## config.mk

```make
export PLATFORM = sky130hd
export DESIGN_NAME = crie_rx_irq_en
export DESIGN_NICKNAME = d
export VERILOG_FILES = /design/src/inc/crie_pkg.sv /design/src/rtl/crie_rx_irq_en.sv
export SDC_FILE = /design/constraint.sdc
export NUM_CORES = 1
export LEC_CHECK = 0
export BUFFER_PORTS_ARGS = -buffer_cell sky130_fd_sc_hd__buf_4
export CORE_ASPECT_RATIO = 0.75
export CORE_UTILIZATION = 39
export CTS_BUF_LIST = sky130_fd_sc_hd__clkbuf_16
export DETAILED_ROUTE_END_ITERATION = 8
export GPL_ROUTABILITY_DRIVEN = 0
export PLACE_DENSITY = 0.78
export SETUP_SLACK_MARGIN = 0.3
export SLEW_MARGIN = 20
export SYNTH_ARGS = -nofsm -noshare
export SYNTH_HDL_FRONTEND = slang
export SYNTH_SLANG_ARGS = --single-unit
```

## constraint.sdc

```tcl
create_clock -name hclk -period 2.45 [get_ports hclk]
set_clock_uncertainty 0.05 [all_clocks]
set_input_delay 0.49 -clock hclk [delete_from_list [all_inputs] [get_ports hclk]]
set_output_delay 0.49 -clock hclk [all_outputs]
set_load 0.1 [all_outputs]
```

## src/inc/crie_pkg.sv

```systemverilog
// Constants and types for the CAN receive interrupt enable block.
// Assumes a single 100 MHz bus clock and a 32-bit AHB-Lite register bus.
package crie_pkg;

    // ****************************************************************
    // Register map and field layout
    // ****************************************************************
    localparam int         CRIE_AW         = 8;
    localparam logic [7:0] CRIE_OFF_RIER   = 8'h00;
    localparam logic [7:0] CRIE_OFF_STATUS = 8'h04;
    localparam logic [7:0] CRIE_OFF_CLEAR  = 8'h08;
    localparam logic [7:0] CRIE_OFF_CTRL   = 8'h0C;

    localparam int CRIE_B_WAKE = 7;
    localparam int CRIE_B_CSC  = 6;
    localparam int CRIE_B_RXS  = 4;
    localparam int CRIE_B_TXS  = 2;
    localparam int CRIE_B_OVR  = 1;
    localparam int CRIE_B_RXF  = 0;

    localparam int CRIE_B_INIT_REQUEST = 0;
    localparam int CRIE_B_INIT_ACKNOWLEDGE = 1;
    localparam int CRIE_B_WAKE_FUNCTION_ENABLE   = 2;

    localparam logic [7:0] CRIE_RIER_RST   = 8'h00;
    localparam logic [7:0] CRIE_FLAG_MASK  = 8'hC3;
    localparam logic [7:0] CRIE_SENS_MASK  = 8'h3C;

    // ****************************************************************
    // Error counter thresholds and sensitivity codes
    // ****************************************************************
    localparam logic [7:0] CRIE_OK_MAX  = 8'h60;
    localparam logic [7:0] CRIE_WRN_MAX = 8'h7F;
    localparam logic [8:0] CRIE_ACT_MAX = 9'h0FF;

    localparam logic [1:0] CRIE_SENS_NONE = 2'h0;
    localparam logic [1:0] CRIE_SENS_BOFF = 2'h1;
    localparam logic [1:0] CRIE_SENS_ERR  = 2'h2;
    localparam logic [1:0] CRIE_SENS_ALL  = 2'h3;

    typedef enum logic [1:0] {
        CRIE_ST_OK,
        CRIE_ST_WRN,
        CRIE_ST_ERR,
        CRIE_ST_BOFF
    } crie_bus_state_t;

    typedef struct packed {
        logic wake;
        logic overrun;
        logic rx_full;
    } crie_evt_t;

    typedef struct packed {
        logic wake;
        logic err;
        logic rx;
        logic any;
    } crie_irq_t;

    typedef struct packed {
        logic                 valid;
        logic                 write;
        logic [CRIE_AW-1:0]   addr;
    } crie_aph_t;

endpackage

```

## src/rtl/crie_rx_irq_en.sv

```systemverilog
// Receive interrupt enable logic of a CAN controller with an AHB-Lite slave.
// Assumes events, error counters and the bus all run on hclk.
`timescale 1ns/1ps
module crie_rx_irq_en
    import crie_pkg::*;
(
    input  wire logic                      hclk,
    input  wire logic                      hresetn,
    input  wire logic                      hsel,
    input  wire logic [31:0]               haddr,
    input  wire logic [1:0]                htrans,
    input  wire logic                      hwrite,
    input  wire logic [2:0]                hsize,
    input  wire logic [31:0]               hwdata,
    input  wire logic                      hready,
    output logic      [31:0]               hrdata,
    output logic                           hreadyout,
    output logic                           hresp,
    input  wire crie_pkg::crie_evt_t       evt,
    input  wire logic [8:0]                tx_err_count,
    input  wire logic [7:0]                rx_err_count,
    output crie_pkg::crie_irq_t            irq,
    output logic                           wake_function_enable
);
    import crie_pkg::*;

    // ****************************************************************
    // State
    // ****************************************************************
    crie_aph_t       aph_r,     aph_nxt;
    logic [31:0]     hrdata_r,  hrdata_nxt;
    logic [7:0]      rier_r,    rier_nxt;
    logic [7:0]      flag_r,    flag_nxt;
    crie_bus_state_t rx_st_r,   rx_st_nxt;
    crie_bus_state_t tx_st_r,   tx_st_nxt;
    logic            init_rq_r, init_rq_nxt;
    logic            init_ak_r;
    logic            wake_function_enable_r,    wake_function_enable_nxt;
    crie_irq_t       irq_r,     irq_nxt;

    logic            init_mode;
    logic            not_init;
    logic            wr_rier;
    logic            wr_clear;
    logic            wr_ctrl;
    logic [7:0]      status_v;
    crie_bus_state_t rx_calc;
    crie_bus_state_t tx_calc;
    logic            csc_set;

    assign init_mode = init_rq_r & init_ak_r;
    assign not_init  = ~init_rq_r & ~init_ak_r;
    assign status_v  = {flag_r[CRIE_B_WAKE], flag_r[CRIE_B_CSC], rx_st_r, tx_st_r,
                        flag_r[CRIE_B_OVR], flag_r[CRIE_B_RXF]};

    // A sensitivity code decides whether one old-to-new move counts.
    function automatic logic sens_hit(input logic [1:0] sens,
                                      input crie_bus_state_t o,
                                      input crie_bus_state_t n);
        logic hit;
        hit = 1'b0;
        case (sens)
            CRIE_SENS_BOFF: hit = (o != n) && (o == CRIE_ST_BOFF || n == CRIE_ST_BOFF);
            CRIE_SENS_ERR:  hit = (o != n) && (o >= CRIE_ST_ERR || n >= CRIE_ST_ERR);
            CRIE_SENS_ALL:  hit = (o != n);
            default:        hit = 1'b0;
        endcase
        return hit;
    endfunction

    // ****************************************************************
    // AHB-Lite slave
    // ****************************************************************
    // Zero wait states: read data is sampled in the address phase so that
    // hrdata can come straight from a flop in the data phase.
    always_comb begin
        aph_nxt       = aph_r;
        aph_nxt.valid = hsel & htrans[1] & hready;
        aph_nxt.write = hwrite;
        aph_nxt.addr  = haddr[CRIE_AW-1:0];
        hrdata_nxt    = 32'h0000_0000;
        if (hsel & htrans[1] & hready & ~hwrite) begin
            if (haddr[CRIE_AW-1:0] == CRIE_OFF_RIER) begin
                hrdata_nxt[7:0] = rier_r;
            end else if (haddr[CRIE_AW-1:0] == CRIE_OFF_STATUS) begin
                hrdata_nxt[7:0] = status_v;
            end else if (haddr[CRIE_AW-1:0] == CRIE_OFF_CTRL) begin
                hrdata_nxt[CRIE_B_INIT_REQUEST] = init_rq_r;
                hrdata_nxt[CRIE_B_INIT_ACKNOWLEDGE] = init_ak_r;
                hrdata_nxt[CRIE_B_WAKE_FUNCTION_ENABLE]   = wake_function_enable_r;
            end
        end
    end

    assign wr_rier  = aph_r.valid & aph_r.write & (aph_r.addr == CRIE_OFF_RIER);
    assign wr_clear = aph_r.valid & aph_r.write & (aph_r.addr == CRIE_OFF_CLEAR);
    assign wr_ctrl  = aph_r.valid & aph_r.write & (aph_r.addr == CRIE_OFF_CTRL);

    always_ff @(posedge hclk or negedge hresetn) begin
        if (!hresetn) begin
            aph_r     <= '0;
            hrdata_r  <= 32'h0000_0000;
            hreadyout <= 1'b0;
            hresp     <= 1'b0;
        end else begin
            aph_r     <= aph_nxt;
            hrdata_r  <= hrdata_nxt;
            hreadyout <= 1'b1;
            hresp     <= 1'b0;
        end
    end

    assign hrdata = hrdata_r;

    // ****************************************************************
    // Control and enable registers
    // ****************************************************************
    always_comb begin
        init_rq_nxt = init_rq_r;
        wake_function_enable_nxt    = wake_function_enable_r;
        rier_nxt    = rier_r;
        if (wr_ctrl) begin
            init_rq_nxt = hwdata[CRIE_B_INIT_REQUEST];
            wake_function_enable_nxt    = hwdata[CRIE_B_WAKE_FUNCTION_ENABLE];
        end
        if (wr_rier && not_init) begin
            rier_nxt = hwdata[7:0];
        end
        if (init_mode) begin
            // Only the enable bits go back to reset; sensitivities are kept.
            rier_nxt = (rier_nxt & CRIE_SENS_MASK) | (CRIE_RIER_RST & ~CRIE_SENS_MASK);
        end
    end

    always_ff @(posedge hclk or negedge hresetn) begin
        if (!hresetn) begin
            init_rq_r <= 1'b0;
            init_ak_r <= 1'b0;
            wake_function_enable_r    <= 1'b0;
            rier_r    <= CRIE_RIER_RST;
        end else begin
            init_rq_r <= init_rq_nxt;
            init_ak_r <= init_rq_r;
            wake_function_enable_r    <= wake_function_enable_nxt;
            rier_r    <= rier_nxt;
        end
    end

    assign wake_function_enable = wake_function_enable_r;

    // ****************************************************************
    // Bus state, flags and interrupt requests
    // ****************************************************************
    always_comb begin
        if (tx_err_count > CRIE_ACT_MAX) begin
            tx_calc = CRIE_ST_BOFF;
        end else if (tx_err_count > {1'b0, CRIE_WRN_MAX}) begin
            tx_calc = CRIE_ST_ERR;
        end else if (tx_err_count > {1'b0, CRIE_OK_MAX}) begin
            tx_calc = CRIE_ST_WRN;
        end else begin
            tx_calc = CRIE_ST_OK;
        end
        if (tx_calc == CRIE_ST_BOFF) begin
            rx_calc = CRIE_ST_BOFF;
        end else if (rx_st_r == CRIE_ST_BOFF) begin
            rx_calc = CRIE_ST_OK;
        end else if (rx_err_count > CRIE_WRN_MAX) begin
            rx_calc = CRIE_ST_ERR;
        end else if (rx_err_count > CRIE_OK_MAX) begin
            rx_calc = CRIE_ST_WRN;
        end else begin
            rx_calc = CRIE_ST_OK;
        end
    end

    always_comb begin
        rx_st_nxt = rx_st_r;
        tx_st_nxt = tx_st_r;
        csc_set   = 1'b0;
        // A pending change freezes the reported states so software reads
        // the state that caused the interrupt.
        if (!flag_r[CRIE_B_CSC]) begin
            rx_st_nxt = rx_calc;
            tx_st_nxt = tx_calc;
            csc_set   = sens_hit(rier_r[CRIE_B_RXS +: 2], rx_st_r, rx_calc)
                      | sens_hit(rier_r[CRIE_B_TXS +: 2], tx_st_r, tx_calc);
        end
        // Set wins over a clear written in the same cycle.
        flag_nxt = flag_r & CRIE_FLAG_MASK;
        if (wr_clear) begin
            flag_nxt = flag_nxt & ~hwdata[7:0];
        end
        flag_nxt[CRIE_B_WAKE] = flag_nxt[CRIE_B_WAKE] | (evt.wake & wake_function_enable_r);
        flag_nxt[CRIE_B_CSC]  = flag_nxt[CRIE_B_CSC] | csc_set;
        flag_nxt[CRIE_B_OVR]  = flag_nxt[CRIE_B_OVR] | evt.overrun;
        flag_nxt[CRIE_B_RXF]  = flag_nxt[CRIE_B_RXF] | evt.rx_full;
        irq_nxt.wake = flag_nxt[CRIE_B_WAKE] & rier_nxt[CRIE_B_WAKE];
        irq_nxt.err  = (flag_nxt[CRIE_B_CSC] & rier_nxt[CRIE_B_CSC])
                     | (flag_nxt[CRIE_B_OVR] & rier_nxt[CRIE_B_OVR]);
        irq_nxt.rx   = flag_nxt[CRIE_B_RXF] & rier_nxt[CRIE_B_RXF];
        irq_nxt.any  = irq_nxt.wake | irq_nxt.err | irq_nxt.rx;
    end

    always_ff @(posedge hclk or negedge hresetn) begin
        if (!hresetn) begin
            rx_st_r <= CRIE_ST_OK;
            tx_st_r <= CRIE_ST_OK;
            flag_r  <= 8'h00;
            irq_r   <= '0;
        end else begin
            rx_st_r <= rx_st_nxt;
            tx_st_r <= tx_st_nxt;
            flag_r  <= flag_nxt;
            irq_r   <= irq_nxt;
        end
    end

    assign irq = irq_r;

    // ****************************************************************
    // Assertions
    // ****************************************************************
    property p_wr_blocked;
        @(posedge hclk) disable iff (!hresetn)
        (wr_rier && !not_init && !init_mode) |=> $stable(rier_r);
    endproperty
    a_wr_blocked: assert property (p_wr_blocked) else $error("enable write taken in init");

    property p_init_hold;
        @(posedge hclk) disable iff (!hresetn)
        init_mode |=> (rier_r & ~CRIE_SENS_MASK) == (CRIE_RIER_RST & ~CRIE_SENS_MASK);
    endproperty
    a_init_hold: assert property (p_init_hold) else $error("enables not held in init");

    property p_sens_kept;
        @(posedge hclk) disable iff (!hresetn)
        (init_mode && !wr_rier) |=> (rier_r & CRIE_SENS_MASK) == $past(rier_r & CRIE_SENS_MASK);
    endproperty
    a_sens_kept: assert property (p_sens_kept) else $error("sensitivity lost in init");

    property p_wake;
        @(posedge hclk) disable iff (!hresetn)
        (evt.wake && wake_function_enable_r && rier_r[CRIE_B_WAKE] && !init_mode) |=> irq.wake;
    endproperty
    a_wake: assert property (p_wake) else $error("wake event gave no request");

    // The request flop loads at the same edge as the flag and enable flops, so a
    // masked status change with no overrun flag must show no error request now.
    property p_csc_off;
        @(posedge hclk) disable iff (!hresetn)
        (rier_r[CRIE_B_CSC +: 1] == 1'b0 && !flag_r[CRIE_B_OVR]) |-> !irq.err;
    endproperty
    a_csc_off: assert property (p_csc_off) else $error("error request while masked");

    property p_rx_freeze;
        @(posedge hclk) disable iff (!hresetn)
        flag_r[CRIE_B_CSC] |=> $stable(rx_st_r) && $stable(tx_st_r);
    endproperty
    a_rx_freeze: assert property (p_rx_freeze) else $error("state moved while pending");

    property p_rx_track;
        @(posedge hclk) disable iff (!hresetn)
        !flag_r[CRIE_B_CSC] && tx_err_count > CRIE_ACT_MAX |=> tx_st_r == CRIE_ST_BOFF
                                                             && rx_st_r == CRIE_ST_BOFF;
    endproperty
    a_rx_track: assert property (p_rx_track) else $error("bus-off not reported");

    property p_ovr;
        @(posedge hclk) disable iff (!hresetn)
        (evt.overrun && rier_r[CRIE_B_OVR] && !init_mode) ##1 !init_mode |=> irq.err;
    endproperty
    a_ovr: assert property (p_ovr) else $error("overrun gave no error request");

    property p_rxf;
        @(posedge hclk) disable iff (!hresetn)
        (evt.rx_full && rier_r[CRIE_B_RXF] && !init_mode) ##1 !init_mode |=> irq.rx;
    endproperty
    a_rxf: assert property (p_rxf) else $error("receive full gave no request");

    property p_pending;
        @(posedge hclk) disable iff (!hresetn)
        irq.rx |-> flag_r[CRIE_B_RXF] && rier_r[CRIE_B_RXF];
    endproperty
    a_pending: assert property (p_pending) else $error("receive request without cause");

    property p_any;
        @(posedge hclk) disable iff (!hresetn)
        irq.any == (irq.wake | irq.err | irq.rx);
    endproperty
    a_any: assert property (p_any) else $error("summary request mismatch");

    c_csc:  cover property (@(posedge hclk) disable iff (!hresetn) $rose(flag_r[CRIE_B_CSC]));
    c_boff: cover property (@(posedge hclk) disable iff (!hresetn) tx_st_r == CRIE_ST_BOFF);
    c_err:  cover property (@(posedge hclk) disable iff (!hresetn) $rose(irq.err));
    c_wr:   cover property (@(posedge hclk) disable iff (!hresetn) wr_rier && not_init);

endmodule
```

# After elaboration in Yosys (flattened, before gate mapping)
# Index checks and enable logic that the tools add are counted.
[word_totals] elab_cells=99 out_inout_bits=39 register_bits=46
[classes] n_eq_ne=16 n_reduce_logical=11 order_cmp=9 mux=20 bitwise=27
[ops] op="8-bit two-way mux" n=5
[ops] op="8-bit by 4-bit == test with 1-bit output (second input constant)" n=3
[ops] op="9-bit by 7-bit > comparator with 1-bit output (second input constant)" n=2
[ops] op="2-bit == test (second input constant)" n=8
[ops] op="8-bit by 7-bit > comparator with 1-bit output (second input constant)" n=2
[ops] op="8-bit logical NOT" n=2
[ops] op="1-bit AND" n=14
[ops] op="2-bit two-way mux" n=5
[ops] op="9-bit by 8-bit > comparator with 1-bit output (second input constant)" n=1
[ops] op="8-bit AND" n=1
[ops] op="8-bit by 3-bit == test with 1-bit output (second input constant)" n=1
[ops] op="2-bit greater-or-equal comparator (second input constant)" n=4
[ops] op="8-bit NOT" n=1
[ops] op="1-bit OR" n=8
[ops] op="3-bit two-way mux" n=2
[ops] op="1-bit one-hot mux with 3 select lines" n=2
[ops] op="1-bit logical AND" n=5
[ops] op="1-bit two-way mux" n=5
[ops] op="5-bit two-way mux" n=1
[ops] op="2-bit by 1-bit == test with 1-bit output (second input constant)" n=2
[ops] op="1-bit logical OR" n=4
[ops] op="2-bit != test" n=2
[ops] op="1-bit NOT" n=3

# Logic depth before layout (Yosys ltp)
# Gate-level depths: netlist (run 1).
[logic_depth] depth_word=18 ltp_mapped=7 mapped_depth_nobuf=7

# Least setup slack after synthesis (run 1)
# No wires, ideal clock.
[synth_timing] path_kind="input to register" start="input tx_err_count[3]" end="register irq_r, in the netlist irq[0]" path_buffers=0 cell_stages=5 setup_ps=76 t_arrival_ps=1969 t_required_ps=2324 path_slack_ps=354 cell_sequence="or4_1 -> o2111a_1 -> mux2_4 -> o32a_1 -> o21ai_1"
[synth_rtl] item="start, declared" line="crie_rx_irq_en.sv:20" source="input wire logic [8:0] tx_err_count,"
[synth_rtl] item="end signal, assigned" line="crie_rx_irq_en.sv:215" source="irq_r <= irq_nxt;"
[synth_rtl] item="end, declared" line="crie_rx_irq_en.sv:39" source="crie_irq_t irq_r, irq_nxt;"

==> run_results.csv, run 1 <==
group,metric,value,unit
timing,fin_tns_setup,0,ns
logic_synthesis,synth_edf_count,0,
floorplanning,start_util,42.0,%
logic_synthesis,seq_area_frac_synth,49.2,%
clock_tree,root_buffer,"clkbuf_16",
logic_synthesis,syn_avg_cell_area,10.5,µm²
logic_synthesis,synthTopCellsByArea,"dfrtp_1, buf_4, mux2_2",
power_and_ir_drop,peakVddDrop,297,µV
place,port_buffers,55,
grt,grt_max_degree,43,
drt,ant_nets,0,
timing,relSlewSlack,49.0,%
worst_setup_path,crit_path_end_kind,"register",
finish,layout-drive-gt1-share,31.3,%
logic_synthesis,yosys-top-cells-count,"dfrtp_1, buf_4, nor2_1, a21oi_1, nand2_1",
finish,syn_to_final_growth,29.6,%
floorplanning,core_area,5090,µm²
finish,nFillCells,471,
grt,overflow,0,
worst_setup_path,crit_type,"reg2reg",
timing,finalMaxSlewViolations,0,
worst_setup_path,path_max_fanout,6,
floorplanning,dieArea,5790,µm²
power_and_ir_drop,power,1.94,mW
floorplanning,die_height,66.1,µm
logic_synthesis,ys_types,45,
clock_tree,worstSkewPairLatency,0.28,ns
finish,diodes,0,
logic_synthesis,synth_top_cell_by_area,"dfrtp_1",
worst_setup_path,reg2reg_slack,0.36,ns
timing,setup_violations,0,
logic_synthesis,synth_top_area_share,49.2,%
run_status,status,"completed",
drt,drt_iter0_markers,112,
timing,hold_viol,0,
logic_synthesis,synth-seq-cells,42,
worst_setup_path,startpoint,"aph_r[6]$_DFF_PN0_",
power_and_ir_drop,power.leakage,1.35,nW
place,hpwl,3.45,mm
clock_tree,clk_pin_slew_worst_paths,0.06,ns
drt,via_per_inst,4.91,
drt,wl_per_cell,13.8,µm
logic_synthesis,synth_most_common_cell,"dfrtp_1",
worst_setup_path,worstPathArrival,2.19,ns
drt,dr_total_vias,1653,
worst_setup_path,rr_startpoint,"aph_r[6]$_DFF_PN0_",
drt,routed_wl,4.66,mm
logic_synthesis,synthesis.area,2140,µm²
drt,dr_wl_met3,314,µm
drt,remaining_drc_errors,0,
logic_synthesis,synthArstFlopShare,100,%
finish,fin_util,54.4,%
logic_synthesis,yosys_warnings,0,
grt,antenna_found_initial,0,
power_and_ir_drop,powerDensity,701,nW/µm²
timing,worst_pin_slew,0.746,ns
worst_setup_path,worst_ep_required_time,2.56,ns
clock_tree,numCtsBuffers,5,
finish,fin_nets,364,
clock_tree,cts_hold_buf,0,
clock_tree,clockBufferDepth,2,
flow_run,maxCapViolCount,0,
clock_tree,clkSinkCount,42,
floorplanning,fp-row-count,22,
floorplanning,die_w,87.5,µm
logic_synthesis,syn_inst,204,
timing,holdWs,0.136,ns
clock_tree,cts-htree-levels,2,
worst_setup_path,cp-start-kind,"register",
drt,met2_length,2.29,mm
grt,grt_pass1_wl,7.40,mm
logic_synthesis,ys.flop_type,"dfrtp_1",
drt,first_pass_iters,4,
drt,top_layer,"met4",
worst_hold_path,holdCritPathClass,"in2async",
timing,period_share,85.3,%
floorplanning,ios,133,
grt,grtUsageTotal,17.6,%
timing,fmax,479,MHz
timing,post-route-min-period,2.09,ns
clock_tree,cts_tree,"built",
drt,routedLengthMet1,1.97,mm
timing,rsz0062_at_grt,"yes",
grt,grt_pass1_vias,1552,
==> power by group <==
part / switching, mW / leakage (nW) / internal (mW)
Combinational: 0.298 / 0.763 / 0.122
Clock: 0.241 / 0.0864 / 0.472
Sequential: 0.0690 / 0.500 / 0.742
Total: 0.608 / 1.35 / 1.34
==> logic make-up (layout without fill, tap and decap cells) <==
logic type,after synthesis,in the layout,share of synthesized area (%)
other cells,2,26,0.351
mux,15,15,7.67
compound gates,36,36,12.7
fa+ha+maj,6,6,3.51
flops,42,42,49.2
buf+inv,41,78,11.6
simple gates,61,61,14.6
xor+xnor,1,1,0.410
==> layout by cell type (no fill, tap or decap), drive strengths merged, types with 4 or more instances in the layout <==
| cell | count |
|---|---|
| mux2 | 8 |
| ha | 6 |
| buf | 59 |
| clkbuf | 5 |
| dfrtp | 42 |
| o21ai | 4 |
| a21oi | 12 |
| nor4 | 4 |
| mux2i | 7 |
| conb | 26 |
| inv | 13 |
| nor2 | 21 |
| nor3 | 4 |
| nand2 | 12 |
==> worst max-delay path, stage by stage (launching register included) <==
cell	delay, ns
dfrtp_1	0.37
or4_4	0.62
o41ai_4	0.42
a221oi_2	0.14
a311oi_1	0.25
o21ai_1	0.11
==> flip-flops by register name, indices dropped and copies added (netlist names) <==
name	flops
init_ak_r	1
init_rq_r	1
wake_function_enable	1
flag_r	4
aph_r	10
hreadyout	1
hrdata	8
irq	4
rier_r	8
rx_st_r	2
tx_st_r	2
==> per-stage QoR <==
stage / cells / setup WS, ns / area, µm²
final: 337 / 0.361 / 2770
after global routing: 337 / 0.225 / 2770
after CTS: 336 / 0.389 / 2730
after detailed placement: 328 / 0.157 / 2550
after global placement: 328 / 0.179 / 2550
after floorplan: 228 / 0.354 / 2230
==> what timing repair did <==
item                                    in CTS  in global routing
gates resized for setup                      3                  5
buffers inserted                             0                  1
pin swaps                                    0                  3
endpoints found under the setup margin       1                  2
==> worst paths after layout <==
kind,to,cells past startpoint
max,irq[0]$_DFF_PN0_,5
min reg2reg,init_ak_r$_DFF_PN0_,0
min,rx_st_r[1]$_DFFE_PN0N_,1
max in group asynchronous,aph_r[4]$_DFF_PN0_,1
max reg2reg,irq[0]$_DFF_PN0_,5
min in group hclk,aph_r[6]$_DFF_PN0_,1
==> final cells by class <==
class                   instances  area (µm²)  share of cell area, %
flip-flops and latches         42        1050                   37.9
multi-input cells             145         983                   35.5
repair buffers                 59         443                   16.0
clock buffers                   5         125                   4.51
well taps                      72        90.1                   3.25
inverters                      11        41.3                   1.49
clock inverters                 3        37.5                   1.35
==> layer usage <==
layer	global-route usage (%)	vias to the layer above
met5	0	-
met4	7.79	0
met3	4.00	7
met2	29.6	67
met1	21.8	790
li1	-	789
Power figures use the tool's default switching activity.
==> inputs of run 2 (changes only) <==
--- a/config.mk
+++ b/config.mk
@@ -7,11 +7,11 @@
 export LEC_CHECK = 0
 export BUFFER_PORTS_ARGS = -buffer_cell sky130_fd_sc_hd__buf_4
 export CORE_ASPECT_RATIO = 0.75
-export CORE_UTILIZATION = 39
+export CORE_UTILIZATION = 43
 export CTS_BUF_LIST = sky130_fd_sc_hd__clkbuf_16
 export DETAILED_ROUTE_END_ITERATION = 8
 export GPL_ROUTABILITY_DRIVEN = 0
-export PLACE_DENSITY = 0.78
+export PLACE_DENSITY = 0.84
 export SETUP_SLACK_MARGIN = 0.3
 export SLEW_MARGIN = 20
 export SYNTH_ARGS = -nofsm -noshare
==> run_results.csv, run 2 (synthesis results as in run 1) <==
group,metric,value,unit
worst_setup_path,cp_cell_sequence,"or4_4, o41ai_4, a221oi_1, a311oi_1, o21ai_1",
place,hpwl,3.36,mm
grt,grtUsageMet1,24.0,%
finish,diodes,0,
timing,fin_tns_setup,0,ns
floorplanning,die_height,63.1,µm
grt,overflow,0,
timing,relSlewSlack,59.6,%
finish,fin_nets,362,
floorplanning,dieArea,5260,µm²
drt,first_pass_iters,4,
place,place_ws,0.174,ns
grt,grt_pass1_vias,1526,
place,port_buffers,55,
power_and_ir_drop,powerDensity,725,nW/µm²
grt,grtUsageTotal,18.2,%
clock_tree,cts_tree,"built",
floorplanning,fp-row-count,21,
worst_setup_path,critPathSlowestCell,"or4_4",
clock_tree,clkSinkCount,42,
worst_setup_path,worst_ep_required_time,2.56,ns
drt,dr_total_vias,1658,
power_and_ir_drop,p_int,1.34,mW
clock_tree,worstSkewPairLatency,0.28,ns
worst_setup_path,worstPathArrival,2.23,ns
drt,routed_wl,4.55,mm
clock_tree,root_buffer,"clkbuf_16",
clock_tree,numCtsBuffers,5,
power_and_ir_drop,switchingPower,0.631,mW
clock_tree,cts_hold_buf,0,
place,numPlacedInstances,312,
grt,top_usage_layer,"met2",
flow_run,maxCapViolCount,0,
grt,grt_util_met3,4.98,%
floorplanning,ios,133,
clock_tree,clockBufferDepth,2,
power_and_ir_drop,peakVddDrop,371,µV
timing,rsz0062_at_grt,"yes",
clock_tree,clk_pin_slew_worst_paths,0.06,ns
drt,via_per_inst,5.18,
timing,fmax,470,MHz
floorplanning,die_w,83.4,µm
grt,grt_pass1_wl,7.35,mm
worst_setup_path,cp-start-kind,"register",
worst_setup_path,crit_type,"reg2reg",
floorplanning,core_area,4620,µm²
finish,final_common_cell,"buf_4",
timing,setup_violations,0,
worst_hold_path,holdCritPathClass,"in2async",
grt,grtUsageMet2,29.4,%
drt,drt_iter0_markers,143,
power_and_ir_drop,swShare,32.0,%
clock_tree,cts-htree-levels,2,
drt,wl_per_cell,14.2,µm
finish,layout-drive-gt1-share,29.7,%
drt,ant_nets,0,
timing,fin_ws,0.324,ns
power_and_ir_drop,pwr-share-seq,41.0,%
finish,stdcell_count,320,
power_and_ir_drop,power.leakage,1.34,nW
finish,largest_reg_flops,10,
finish,syn_to_final_growth,27.1,%
grt,grt_max_degree,43,
timing,period_share,86.8,%
drt,remaining_drc_errors,0,
timing,post-route-min-period,2.13,ns
power_and_ir_drop,power_frac_comb,21.2,%
finish,final_cell_mix,"buf_4, dfrtp_1, conb_1, nor2_1",
run_status,status,"completed",
place,post_dp_cell_area,2520,µm²
finish,fin_area,2720,µm²
grt,antenna_found_initial,0,
worst_setup_path,slowest_delay,0.62,ns
finish,max_flop_register,"aph_r",
worst_setup_path,crit_path_end_kind,"register",
power_and_ir_drop,power,1.97,mW
finish,fin_util,58.8,%
timing,holdWs,0.132,ns
timing,worst_pin_slew,0.591,ns
worst_setup_path,path_max_fanout,6,
power_and_ir_drop,p_clk_share,37.8,%
floorplanning,start_util,46.2,%
timing,finalMaxSlewViolations,0,
clock_tree,post-cts-setup-buffers,0,
timing,hold_viol,0,
[run 2: cell types whose count changed in the layout (fill, tap and decap cells not counted), sizes merged]
cell / before / now
buf: 59 / 57
inv: 13 / 12
clkinvlp: 0 / 1
[run 2: area by class of cell]
type / instances / area [µm²]
fill: 394 / 1910
sequential: 42 / 1050
multi-input combinational: 145 / 960
timing repair buffer: 57 / 428
clock buffer: 5 / 125
tap: 57 / 71.3
clock inverter: 3 / 41.3
inverter: 11 / 41.3
[run 2: worst max-delay path, delay by kind of cell, from the launching register on]
family	cells	cell delay, ns
flip-flops	1	0.38
AND/OR/NAND/NOR	1	0.62
AO/OA/AOI/OAI	4	0.95
[run 2: layer usage]
| layer | part of all wire, % | routed length (µm) | up-vias |
|---|---|---|---|
| met5 | 0 | 0 | - |
| met4 | 0.99 | 45 | 0 |
| met3 | 6.7 | 306 | 6 |
| met2 | 49 | 2250 | 56 |
| met1 | 43 | 1950 | 811 |
| li1 | - | - | 785 |
[run 2: power by group through the flow]
stage / sequential [mW] / clock, mW / combinational (mW)
global route: 0.818 / 0.793 / 0.442
floorplan: 0.830 / 0 / 0.318
finish: 0.808 / 0.744 / 0.417
detailed placement: 0.818 / 0 / 0.411
CTS: 0.806 / 0.753 / 0.414
global placement: 0.814 / 0 / 0.404
[run 2: path summary, 6_finish.rpt]
path | from | slack (ns) | depth (start not counted) | end
min | hresetn | 0.13 | 1 | hrdata[5]$_DFF_PN0_
min reg2reg | init_rq_r$_DFFE_PN0P_ | 0.47 | 0 | init_ak_r$_DFF_PN0_
max | aph_r[5]$_DFF_PN0_ | 0.32 | 5 | irq[0]$_DFF_PN0_
max reg2reg | aph_r[5]$_DFF_PN0_ | 0.32 | 5 | irq[0]$_DFF_PN0_
max in group asynchronous | hresetn | 1.86 | 1 | wake_function_enable$_DFFE_PN0P_
min in group hclk | hwrite | 0.27 | 1 | aph_r[8]$_DFF_PN0_
[run 2: repair_timing]
| item | 4_1_cts | 5_1_grt |
|---|---|---|
| gates resized for setup | 1 | 3 |
| endpoints found under the setup margin | 1 | 1 |
| cloned | 0 | 0 |
| hold endpoints to repair | 0 | 0 |
| pin swaps | 0 | 0 |
